## config.mk

```make
export PLATFORM = sky130hd
export DESIGN_NAME = pdw_target
export DESIGN_NICKNAME = d
export VERILOG_FILES = /design/src/pdw_pkg.sv /design/src/pdw_xlate_buf.sv /design/src/pdw_target.sv
export VERILOG_INCLUDE_DIRS = /design/src
export SDC_FILE = /design/constraint.sdc
export NUM_CORES = 2
export LEC_CHECK = 0
export CORE_UTILIZATION = 29
export DETAILED_ROUTE_END_ITERATION = 16
export DONT_BUFFER_PORTS = 1
export SETUP_SLACK_MARGIN = 0.02
export SKIP_CTS_REPAIR_TIMING = 1
export SLEW_MARGIN = 20
export SYNTH_ARGS = -nofsm -noshare
export SYNTH_HDL_FRONTEND = slang
export SYNTH_SLANG_ARGS = --single-unit
```

## constraint.sdc

```tcl
create_clock -name clock -period 4.2 [get_ports clock]
set_input_delay 0 -clock clock [delete_from_list [all_inputs] [get_ports clock]]
set_output_delay 0 -clock clock [all_outputs]
set_load 0.03 [all_outputs]
```

## src/pdw_cfg.svh

```systemverilog
// Constants for the PCI target DMA window and translation block
`ifndef PDW_CFG_SVH
`define PDW_CFG_SVH

// ----------------------------------------------------------------------
// Window decode
// ----------------------------------------------------------------------
`define PDW_NUM_WIN 6
`define PDW_MIN_SHIFT 5'd8
`define PDW_SIZE_MAX 5'd22
`define PDW_SIZE_W 5

// ----------------------------------------------------------------------
// Translation buffer
// ----------------------------------------------------------------------
`define PDW_TLB_ENTRIES 16
`define PDW_TLB_IDX_W 4
`define PDW_PAGE_SHIFT 12
`define PDW_TAG_W 20
`define PDW_PHYS_W 16
`define PDW_MEM_ADDR_W 28

// ----------------------------------------------------------------------
// Interrupt level raised on a translation miss
// ----------------------------------------------------------------------
`define PDW_MISS_LEVEL 4'hF
`define PDW_NO_LEVEL 4'h0

// ----------------------------------------------------------------------
// Bus commands
// ----------------------------------------------------------------------
`define PDW_CMD_IO_RD 4'h2
`define PDW_CMD_IO_WR 4'h3
`define PDW_CMD_MEM_RD 4'h6
`define PDW_CMD_MEM_WR 4'h7
`define PDW_CMD_MEM_RD_MULT 4'hC
`define PDW_CMD_MEM_RD_LINE 4'hE
`define PDW_CMD_MEM_WR_INV 4'hF

`endif

```

## src/pdw_pkg.sv

```systemverilog
// Types shared by the PCI target DMA window and translation block
package pdw_pkg;

  // ----------------------------------------------------------------------
  // Target state, one-hot
  // ----------------------------------------------------------------------
  typedef enum logic [3:0] {
    PDW_IDLE = 4'h1,
    PDW_DATA = 4'h2,
    PDW_MEM = 4'h4,
    PDW_RDW = 4'h8
  } pdw_state_type;

endpackage : pdw_pkg

```

## src/pdw_xlate_buf.sv

```systemverilog
// Translation buffer: tagged entries with direct access and single flush
`timescale 1ns/1ps
`default_nettype none
`include "pdw_cfg.svh"

module pdw_xlate_buf #(
  parameter int ENTRIES = `PDW_TLB_ENTRIES
) (
  // Clock and reset
  input wire logic clock,
  input wire logic sys_rst,
  // Direct access
  input wire logic acc_wr,
  input wire logic acc_inval,
  input wire logic [`PDW_TLB_IDX_W-1:0] acc_idx,
  input wire logic [`PDW_TAG_W-1:0] acc_tag,
  input wire logic [`PDW_PHYS_W-1:0] acc_data,
  input wire logic acc_valid,
  output logic [`PDW_TAG_W-1:0] rd_tag,
  output logic [`PDW_PHYS_W-1:0] rd_data,
  output logic rd_valid,
  // Lookup
  input wire logic [`PDW_TAG_W-1:0] lu_page,
  output logic lu_hit,
  output logic [`PDW_PHYS_W-1:0] lu_phys
);

  logic [`PDW_TAG_W-1:0] tag_r [ENTRIES];
  logic [`PDW_TAG_W-1:0] tag_nxt [ENTRIES];
  logic [`PDW_PHYS_W-1:0] phys_r [ENTRIES];
  logic [`PDW_PHYS_W-1:0] phys_nxt [ENTRIES];
  logic [ENTRIES-1:0] vld_r;
  logic [ENTRIES-1:0] vld_nxt;
  logic [ENTRIES-1:0] match;
  logic [`PDW_TAG_W-1:0] rd_tag_r;
  logic [`PDW_PHYS_W-1:0] rd_data_r;
  logic rd_valid_r;

  // ----------------------------------------------------------------------
  // Entry storage and access
  // ----------------------------------------------------------------------

  // Every entry is compared, so all of them take part in translation
  genvar gi;
  generate
    for (gi = 0; gi < ENTRIES; gi++) begin : g_ent
      assign match[gi] = vld_r[gi] && (tag_r[gi] == lu_page);
      always_comb begin
        tag_nxt[gi] = tag_r[gi];
        phys_nxt[gi] = phys_r[gi];
        vld_nxt[gi] = vld_r[gi];
        if (acc_wr && (int'(acc_idx) == gi)) begin
          tag_nxt[gi] = acc_tag;
          phys_nxt[gi] = acc_data;
          vld_nxt[gi] = acc_valid;
        end
        // Flush of one line only; a flush beats a write to the same line
        if (acc_inval && (int'(acc_idx) == gi)) begin
          vld_nxt[gi] = 1'b0;
        end
      end
      always_ff @(posedge clock) begin
        if (sys_rst) begin
          tag_r[gi] <= '0;
          phys_r[gi] <= '0;
          vld_r[gi] <= 1'b0;
        end else begin
          tag_r[gi] <= tag_nxt[gi];
          phys_r[gi] <= phys_nxt[gi];
          vld_r[gi] <= vld_nxt[gi];
        end
      end
    end
  endgenerate

  // Lowest matching index wins if software loaded duplicate tags
  always_comb begin
    lu_hit = 1'b0;
    lu_phys = '0;
    for (int i = ENTRIES - 1; i >= 0; i--) begin
      if (match[i]) begin
        lu_hit = 1'b1;
        lu_phys = phys_r[i];
      end
    end
  end

  // Read-back port registers the addressed entry
  always_ff @(posedge clock) begin
    if (sys_rst) begin
      rd_tag_r <= '0;
      rd_data_r <= '0;
      rd_valid_r <= 1'b0;
    end else begin
      rd_tag_r <= tag_r[acc_idx];
      rd_data_r <= phys_r[acc_idx];
      rd_valid_r <= vld_r[acc_idx];
    end
  end
  assign rd_tag = rd_tag_r;
  assign rd_data = rd_data_r;
  assign rd_valid = rd_valid_r;
endmodule : pdw_xlate_buf
`default_nettype wire

```

## src/pdw_target.sv

```systemverilog
// PCI target DMA path: window decode, address translation, memory forwarding
`timescale 1ns/1ps
`default_nettype none
`include "pdw_cfg.svh"

// Function
// - A transaction is claimed only when its address lies in one of six base/size windows.
// - A window answers only the transaction type it is set for, I/O or memory.
// - Window size is a power of two from 256 bytes up to one gigabyte.
// - A burst that runs out of one window into the next matching window keeps going.
// - Accepted addresses are translated through a 16-entry buffer, every entry usable.
// - A translation miss signals a processor interrupt at level 15.
// - Software can write and read back the tag and data of each of the 16 entries.
// - Software can flush one translation entry without touching the others.
// - Write-and-invalidate, read-multiple and read-line commands are accepted as bursts.
// - Bursts may start or end partway through a word under the master's byte enables.
// - Addresses outside the windows are never claimed, leaving them to a master abort.
// - Byte, halfword, word, doubleword and 4- or 8-word bursts work in both window types.
module pdw_target
  import pdw_pkg::*;
#(
  parameter int NUM_WIN = `PDW_NUM_WIN,
  parameter int ENTRIES = `PDW_TLB_ENTRIES
) (
  // Clock and reset
  input wire logic clock,
  input wire logic sys_rst,
  // Window setup
  input wire logic [31:0] target_window_base [NUM_WIN],
  input wire logic [`PDW_SIZE_W-1:0] target_window_size [NUM_WIN],
  input wire logic [NUM_WIN-1:0] win_enable,
  input wire logic [NUM_WIN-1:0] win_is_io,
  // Translation buffer direct access
  input wire logic tlb_acc_wr,
  input wire logic tlb_acc_inval,
  input wire logic [`PDW_TLB_IDX_W-1:0] tlb_acc_idx,
  input wire logic [`PDW_TAG_W-1:0] tlb_acc_tag,
  input wire logic [`PDW_PHYS_W-1:0] tlb_acc_data,
  input wire logic tlb_acc_valid,
  output logic [`PDW_TAG_W-1:0] tlb_rd_tag,
  output logic [`PDW_PHYS_W-1:0] tlb_rd_data,
  output logic tlb_rd_valid,
  // PCI target address phase
  input wire logic pci_addr_valid,
  input wire logic [31:0] pci_addr,
  input wire logic [3:0] pci_cmd,
  output logic pci_claim,
  // PCI target data phases
  input wire logic pci_data_valid,
  input wire logic [3:0] pci_be,
  input wire logic [31:0] pci_wdata,
  input wire logic pci_last,
  output logic pci_data_ready,
  output logic [31:0] pci_rdata,
  output logic pci_rdata_valid,
  output logic pci_stop,
  output logic pci_abort,
  output logic pci_busy,
  // Internal memory bus
  output logic mem_req_valid,
  input wire logic mem_req_ready,
  output logic mem_req_write,
  output logic [`PDW_MEM_ADDR_W-1:0] mem_req_addr,
  output logic [3:0] mem_req_be,
  output logic [31:0] mem_req_wdata,
  input wire logic mem_rdata_valid,
  input wire logic [31:0] mem_rdata,
  // Processor interrupt
  output logic irq_miss,
  output logic [3:0] irq_level
);
  import pdw_pkg::*;

  // ----------------------------------------------------------------------
  // Window decode
  // ----------------------------------------------------------------------

  // Size code n selects 256 << n bytes; codes past 1 GB never match
  function automatic logic win_match(input logic [31:0] a, input logic [31:0] b,
                                     input logic [`PDW_SIZE_W-1:0] sz);
    logic [31:0] mask;
    mask = 32'hFFFFFFFF << (sz + `PDW_MIN_SHIFT);
    return (sz <= `PDW_SIZE_MAX) && (((a ^ b) & mask) == 32'h0);
  endfunction : win_match

  logic new_is_io;
  logic new_is_mem;
  logic [NUM_WIN-1:0] new_win_hit;
  logic [NUM_WIN-1:0] cur_win_hit;
  logic new_hit;
  logic cur_hit;
  pdw_state_type state_r;
  pdw_state_type state_nxt;
  logic [31:0] cur_addr_r;
  logic [31:0] cur_addr_nxt;
  logic cur_io_r;
  logic cur_io_nxt;
  logic cur_wr_r;
  logic cur_wr_nxt;
  logic last_r;
  logic last_nxt;
  logic tlb_hit;
  logic [`PDW_PHYS_W-1:0] tlb_phys;

  // Only the commands a target should answer are decoded
  always_comb begin
    new_is_io = (pci_cmd == `PDW_CMD_IO_RD) || (pci_cmd == `PDW_CMD_IO_WR);
    new_is_mem = (pci_cmd == `PDW_CMD_MEM_RD) || (pci_cmd == `PDW_CMD_MEM_WR) ||
                 (pci_cmd == `PDW_CMD_MEM_RD_MULT) || (pci_cmd == `PDW_CMD_MEM_RD_LINE) ||
                 (pci_cmd == `PDW_CMD_MEM_WR_INV);
  end

  // Each window checks both the new address and the running burst address
  genvar gw;
  generate
    for (gw = 0; gw < NUM_WIN; gw++) begin : g_win
      assign new_win_hit[gw] = win_enable[gw] &&
        win_match(pci_addr, target_window_base[gw], target_window_size[gw]) &&
        (win_is_io[gw] ? new_is_io : new_is_mem);
      assign cur_win_hit[gw] = win_enable[gw] &&
        win_match(cur_addr_r, target_window_base[gw], target_window_size[gw]) &&
        (win_is_io[gw] == cur_io_r);
    end
  endgenerate
  assign new_hit = |new_win_hit;
  assign cur_hit = |cur_win_hit;

  // ----------------------------------------------------------------------
  // Translation buffer
  // ----------------------------------------------------------------------
  pdw_xlate_buf #(
    .ENTRIES(ENTRIES)
  ) u_xlate (
    .clock(clock),
    .sys_rst(sys_rst),
    .acc_wr(tlb_acc_wr),
    .acc_inval(tlb_acc_inval),
    .acc_idx(tlb_acc_idx),
    .acc_tag(tlb_acc_tag),
    .acc_data(tlb_acc_data),
    .acc_valid(tlb_acc_valid),
    .rd_tag(tlb_rd_tag),
    .rd_data(tlb_rd_data),
    .rd_valid(tlb_rd_valid),
    .lu_page(cur_addr_r[31:`PDW_PAGE_SHIFT]),
    .lu_hit(tlb_hit),
    .lu_phys(tlb_phys)
  );

  // ----------------------------------------------------------------------
  // Target sequencing
  // ----------------------------------------------------------------------
  logic claim_r;
  logic claim_nxt;
  logic stop_r;
  logic stop_nxt;
  logic abort_r;
  logic abort_nxt;
  logic irq_r;
  logic irq_nxt;
  logic [3:0] irq_level_r;
  logic [3:0] irq_level_nxt;
  logic [31:0] rdata_r;
  logic [31:0] rdata_nxt;
  logic rvalid_r;
  logic rvalid_nxt;
  logic [`PDW_MEM_ADDR_W-1:0] maddr_r;
  logic [`PDW_MEM_ADDR_W-1:0] maddr_nxt;
  logic [3:0] mbe_r;
  logic [3:0] mbe_nxt;
  logic [31:0] mwdata_r;
  logic [31:0] mwdata_nxt;
  logic [31:0] next_word;
  logic phase_ok;

  // A phase proceeds only while the burst address is still decoded and mapped
  assign phase_ok = cur_hit && tlb_hit;
  assign next_word = {cur_addr_r[31:2], 2'b00} + 32'h4;

  // Next values for the target state and its pulses
  always_comb begin
    state_nxt = state_r;
    cur_addr_nxt = cur_addr_r;
    cur_io_nxt = cur_io_r;
    cur_wr_nxt = cur_wr_r;
    last_nxt = last_r;
    claim_nxt = 1'b0;
    stop_nxt = 1'b0;
    abort_nxt = 1'b0;
    irq_nxt = 1'b0;
    irq_level_nxt = irq_level_r;
    rdata_nxt = rdata_r;
    rvalid_nxt = 1'b0;
    maddr_nxt = maddr_r;
    mbe_nxt = mbe_r;
    mwdata_nxt = mwdata_r;
    case (state_r)
      PDW_IDLE: begin
        // Unclaimed addresses are simply ignored, so the master aborts
        if (pci_addr_valid && new_hit) begin
          claim_nxt = 1'b1;
          cur_addr_nxt = pci_addr;
          cur_io_nxt = new_is_io;
          cur_wr_nxt = pci_cmd[0];
          state_nxt = PDW_DATA;
        end
      end
      PDW_DATA: begin
        if (pci_data_valid) begin
          if (!cur_hit) begin
            // Ran off every window of this type: disconnect
            stop_nxt = 1'b1;
            state_nxt = PDW_IDLE;
          end else if (!tlb_hit) begin
            // The miss level stays up until the next good phase
            irq_nxt = 1'b1;
            irq_level_nxt = `PDW_MISS_LEVEL;
            abort_nxt = 1'b1;
            state_nxt = PDW_IDLE;
          end else begin
            // Any byte-enable pattern passes through unchanged
            maddr_nxt = {tlb_phys, cur_addr_r[`PDW_PAGE_SHIFT-1:2], 2'b00};
            mbe_nxt = pci_be;
            mwdata_nxt = pci_wdata;
            last_nxt = pci_last;
            irq_level_nxt = `PDW_NO_LEVEL;
            state_nxt = PDW_MEM;
          end
        end
      end
      PDW_MEM: begin
        if (mem_req_ready) begin
          if (cur_wr_r) begin
            cur_addr_nxt = next_word;
            state_nxt = last_r ? PDW_IDLE : PDW_DATA;
          end else begin
            state_nxt = PDW_RDW;
          end
        end
      end
      PDW_RDW: begin
        if (mem_rdata_valid) begin
          rdata_nxt = mem_rdata;
          rvalid_nxt = 1'b1;
          cur_addr_nxt = next_word;
          state_nxt = last_r ? PDW_IDLE : PDW_DATA;
        end
      end
      default: begin
        state_nxt = PDW_IDLE;
      end
    endcase
  end

  // Register the target state
  always_ff @(posedge clock) begin
    if (sys_rst) begin
      state_r <= PDW_IDLE;
      cur_addr_r <= 32'h0;
      cur_io_r <= 1'b0;
      cur_wr_r <= 1'b0;
      last_r <= 1'b0;
      claim_r <= 1'b0;
      stop_r <= 1'b0;
      abort_r <= 1'b0;
      irq_r <= 1'b0;
      irq_level_r <= `PDW_NO_LEVEL;
      rdata_r <= 32'h0;
      rvalid_r <= 1'b0;
      maddr_r <= '0;
      mbe_r <= 4'h0;
      mwdata_r <= 32'h0;
    end else begin
      state_r <= state_nxt;
      cur_addr_r <= cur_addr_nxt;
      cur_io_r <= cur_io_nxt;
      cur_wr_r <= cur_wr_nxt;
      last_r <= last_nxt;
      claim_r <= claim_nxt;
      stop_r <= stop_nxt;
      abort_r <= abort_nxt;
      irq_r <= irq_nxt;
      irq_level_r <= irq_level_nxt;
      rdata_r <= rdata_nxt;
      rvalid_r <= rvalid_nxt;
      maddr_r <= maddr_nxt;
      mbe_r <= mbe_nxt;
      mwdata_r <= mwdata_nxt;
    end
  end

  // ----------------------------------------------------------------------
  // Outputs
  // ----------------------------------------------------------------------
  assign pci_claim = claim_r;
  assign pci_stop = stop_r;
  assign pci_abort = abort_r;
  assign pci_busy = (state_r != PDW_IDLE);
  assign pci_data_ready = (state_r == PDW_DATA) && phase_ok;
  assign pci_rdata = rdata_r;
  assign pci_rdata_valid = rvalid_r;
  assign mem_req_valid = (state_r == PDW_MEM);
  assign mem_req_write = cur_wr_r;
  assign mem_req_addr = maddr_r;
  assign mem_req_be = mbe_r;
  assign mem_req_wdata = mwdata_r;
  assign irq_miss = irq_r;
  assign irq_level = irq_level_r;
endmodule : pdw_target
`default_nettype wire

```

==> flow_metrics.tcl <==
set metrics [dict create \
    status "complete, but fails checks" \
    violations "hold timing, slew limit" \
    worst_pin_slew_ns 2.75 \
    dieWidth_um 409 \
    synth_edf_count 0 \
    p_leak_nw 22.6 \
    synthesis.area_mm2 0.0480 \
    synth_ff_type "dfxtp_1" \
    gp_congestion 1.02 \
    yosysSeqAreaShare_pct 32.0 \
    num_vias 51900 \
    start_util_pct 29.4 \
    htree_num_levels 3 \
    clock-sinks 767 \
    finalSetupViolCount 0 \
    pwr_density_cell_mw_per_mm2 343 \
    clk_latency_ns 0.73 \
    cp_common_cell "buf_4" \
    netlist_instances 6076 \
    finalSetupTns_ns 0 \
    core_mm2 0.164 \
    crit_type "register to primary output" \
    ios 534 \
    crit_path_top_delay_cell "dfxtp_4" \
    netlist.top_cell.by_area "dfxtp_1" \
    synthTopCellsByArea "dfxtp_1 (32%), nand2_1 (11%), mux4_2 (8.7%), a21oi_1 (7.9%), xor2_1 (7.4%)" \
    ys_seq_elements 767 \
    wl_mm 258 \
    r2r-start "cur_addr_r[13]" \
    cts-buffers-inserted 91 \
    viasPerCell 5.94 \
    hold_class "primary input to register" \
    clock_skew_ns 0.0342 \
    hpwlAfterDp_mm 174 \
    r2r-end "mem_req_wdata[22]" \
    hold_end "state_r[3]" \
    drt-pass1-iter-count 8 \
    fmax_ghz 0.242 \
    crit_chain "buf_4, xor2_1, a32oi_1, o211ai_1, nor3_1, o211ai_1, o41ai_1, buf_4, nor4b_2, buf_12, nor3_1, buf_4, buf_4" \
    cp_max_fo 56 \
    fillers 16500 \
    drt_iter0_drc 7220 \
    max_stage_delay_ns 0.50 \
    ys_warn_count 0 \
    power_mw 20.7 \
    cp-startpoint "cur_addr_r[27]" \
    period_needed_ns 4.13 \
    setup_ws_ns 0.0710 \
    grt_pass1_vias 44700 \
    slew_headroom_pct -83.2 \
    rsz0062_at_grt "no" \
    die_area_mm2 0.167 \
    layout.nets 6884 \
    drive_gt1_share_pct 10.2 \
    clk_pin_slew_ns 0.06 \
    cts.path.max_buffers 3 \
    portBuffers 0 \
    syn_avg_cell_area_um2 7.90 \
    cp-end-kind "primary output" \
    syn2layout_area_growth_pct 25.8 \
    rows 148 \
    cts_tree "done" \
    cts_root_buf "clkbuf_16" \
    antenna_found_initial 35 \
    drc_errors 0 \
    min-delay-start "mem_rdata_valid" \
    wire_per_inst_um 29.5 \
    synthArstFlopShare_pct 0 \
    fin_util_pct 36.9 \
    start_kind "register" \
    place_inst 7867 \
    grt_usage_pct 27.7 \
    worst_ep_arrival_time_ns 4.13 \
    yosys.area.top_type_share_pct 32.0 \
    die_h_um 409 \
    hold_depth 5 \
    final_cells 8738 \
    grt-ovfl-total 0 \
    place_ws_ns 0.480 \
    grt_max_degree 723 \
    whs_ns -0.0330 \
    grt_pass1_wl_mm 340 \
    synth.distinct_cells 87 \
    vdd_ir_drop_max_mv 0.296 \
    maxSlewViolCount 297 \
    ant_nets 0 \
    ff2ff_setup_slack_ns 0.14 \
    crit_required_ns 4.20 \
    reg2reg_depth 10 \
    finalCritPeriodShare_pct 98.3 \
    hold_violations 3 \
    drv_cap 0 \
]
worst max-delay path, delay by kind of cell (launching register included):
family,cells,cell delay (ns)
buffers and inverters,5,1.18
flip-flops,1,0.50
AND/OR/NAND/NOR,3,0.63
XOR/XNOR,1,0.11
AO/OA/AOI/OAI,4,0.92
power by group:
group	leakage (nW)	internal [mW]	switching, mW
logic	14.7	1.60	2.58
registers	6.20	7.39	0.259
clock network	1.63	5.27	3.59
total	22.6	14.3	6.43
synth_stat cells (15+ instances only):
| master | number |
|---|---|
| a211oi_1 | 43 |
| a21oi_1 | 756 |
| a221oi_1 | 36 |
| a22oi_1 | 18 |
| a2bb2oi_1 | 17 |
| a311oi_1 | 19 |
| a31oi_1 | 17 |
| and2_1 | 53 |
| and3_1 | 31 |
| and4_1 | 16 |
| buf_1 | 31 |
| buf_2 | 55 |
| buf_4 | 28 |
| buf_6 | 32 |
| clkbuf_1 | 435 |
| dfxtp_1 | 767 |
| ha_1 | 19 |
| inv_1 | 69 |
| mux2_2 | 15 |
| mux2i_1 | 15 |
| mux4_2 | 185 |
| nand2_1 | 1377 |
| nand2b_1 | 15 |
| nand3_1 | 175 |
| nand4_1 | 154 |
| nor2_1 | 202 |
| nor2b_1 | 16 |
| nor3_1 | 73 |
| nor3b_1 | 18 |
| nor4_1 | 80 |
| o2111ai_1 | 42 |
| o211ai_1 | 40 |
| o21ai_0 | 205 |
| o21ai_1 | 29 |
| o22ai_1 | 43 |
| o31a_1 | 16 |
| o32ai_1 | 21 |
| xnor2_1 | 309 |
| xor2_1 | 403 |
metrics by stage:
stage | area [um^2] | hold slack (ns)
after floorplan | 48000 | 0.136
after global placement | 50000 | 0.118
after detailed placement | 50000 | 0.114
after CTS | 53300 | -0.647
after global routing | 60400 | -0.0101
final | 60400 | -0.0330
how the worst max path moves through the flow:
stage	to	slack (ns)	depth (start not counted)
floorplan	pci_data_ready	0.78	15
global placement	mem_req_addr[27]	0.52	10
detailed placement	mem_req_addr[13]	0.48	12
finish	pci_data_ready	0.07	13
CTS	pci_data_ready	-0.02	13
global route	pci_data_ready	0.02	13
final cells by class:
type                       instances  area (um^2)  area share (%)
antenna                           12         30.0          0.0497
clock inverter                    56          796            1.32
inverter                          69          259           0.429
sequential                       767        15400            25.5
multi-input combinational       4660        30000            49.8
timing repair buffer             888         8630            14.3
tap                             2175         2720            4.51
clock buffer                     111         2500            4.14
registers in the layout (all words and copies together), names as in the netlist:
signal / count
cur_addr_r: 32
cur_io_r: 1
irq_level: 1
irq_miss: 1
last_r: 1
mem_req_addr: 26
mem_req_be: 4
mem_req_wdata: 32
mem_req_write: 1
pci_claim: 1
pci_rdata: 32
pci_rdata_valid: 1
pci_stop: 1
state_r: 4
u_xlate.phys_r: 256
u_xlate.rd_data: 16
u_xlate.rd_tag: 20
u_xlate.rd_valid: 1
u_xlate.tag_r: 320
u_xlate.vld_r: 16
cell usage in the layout (no fill, tap or decap), types with 78 or more instances in the layout:
| master | n |
|---|---|
| nand2_1 | 1374 |
| a21oi_1 | 755 |
| dfxtp_1 | 747 |
| dlygate4sd3_1 | 687 |
| xor2_1 | 403 |
| xnor2_1 | 309 |
| o21ai_0 | 205 |
| nor2_1 | 189 |
| mux4_2 | 185 |
| buf_4 | 183 |
| nand3_1 | 171 |
| nand4_1 | 154 |
| clkbuf_16 | 91 |
| nor4_1 | 78 |
metal layers:
| layer | global-route usage [%] | routed length, um | up-vias |
|---|---|---|---|
| met1 | 33.9 | 93200 | 25100 |
| met3 | 8.14 | 30900 | 924 |
| met2 | 44.0 | 116000 | 3793 |
| li1 | - | - | 22100 |
| met5 | 0.259 | 209 | - |
| met4 | 14.3 | 17700 | 24 |
kinds of logic (layout without fill, tap and decap cells):
group	Yosys count	after routing	synth area share, %
flops	767	767	32.0
other cells	1	14	0.00781
compound gates	1416	1416	17.7
fa+ha+maj	20	20	0.516
buf+inv	650	1124	5.95
simple gates	2295	2295	21.5
xor+xnor	712	712	13.0
mux	215	215	9.35
No activity file was read; power rests on OpenSTA's default activity.
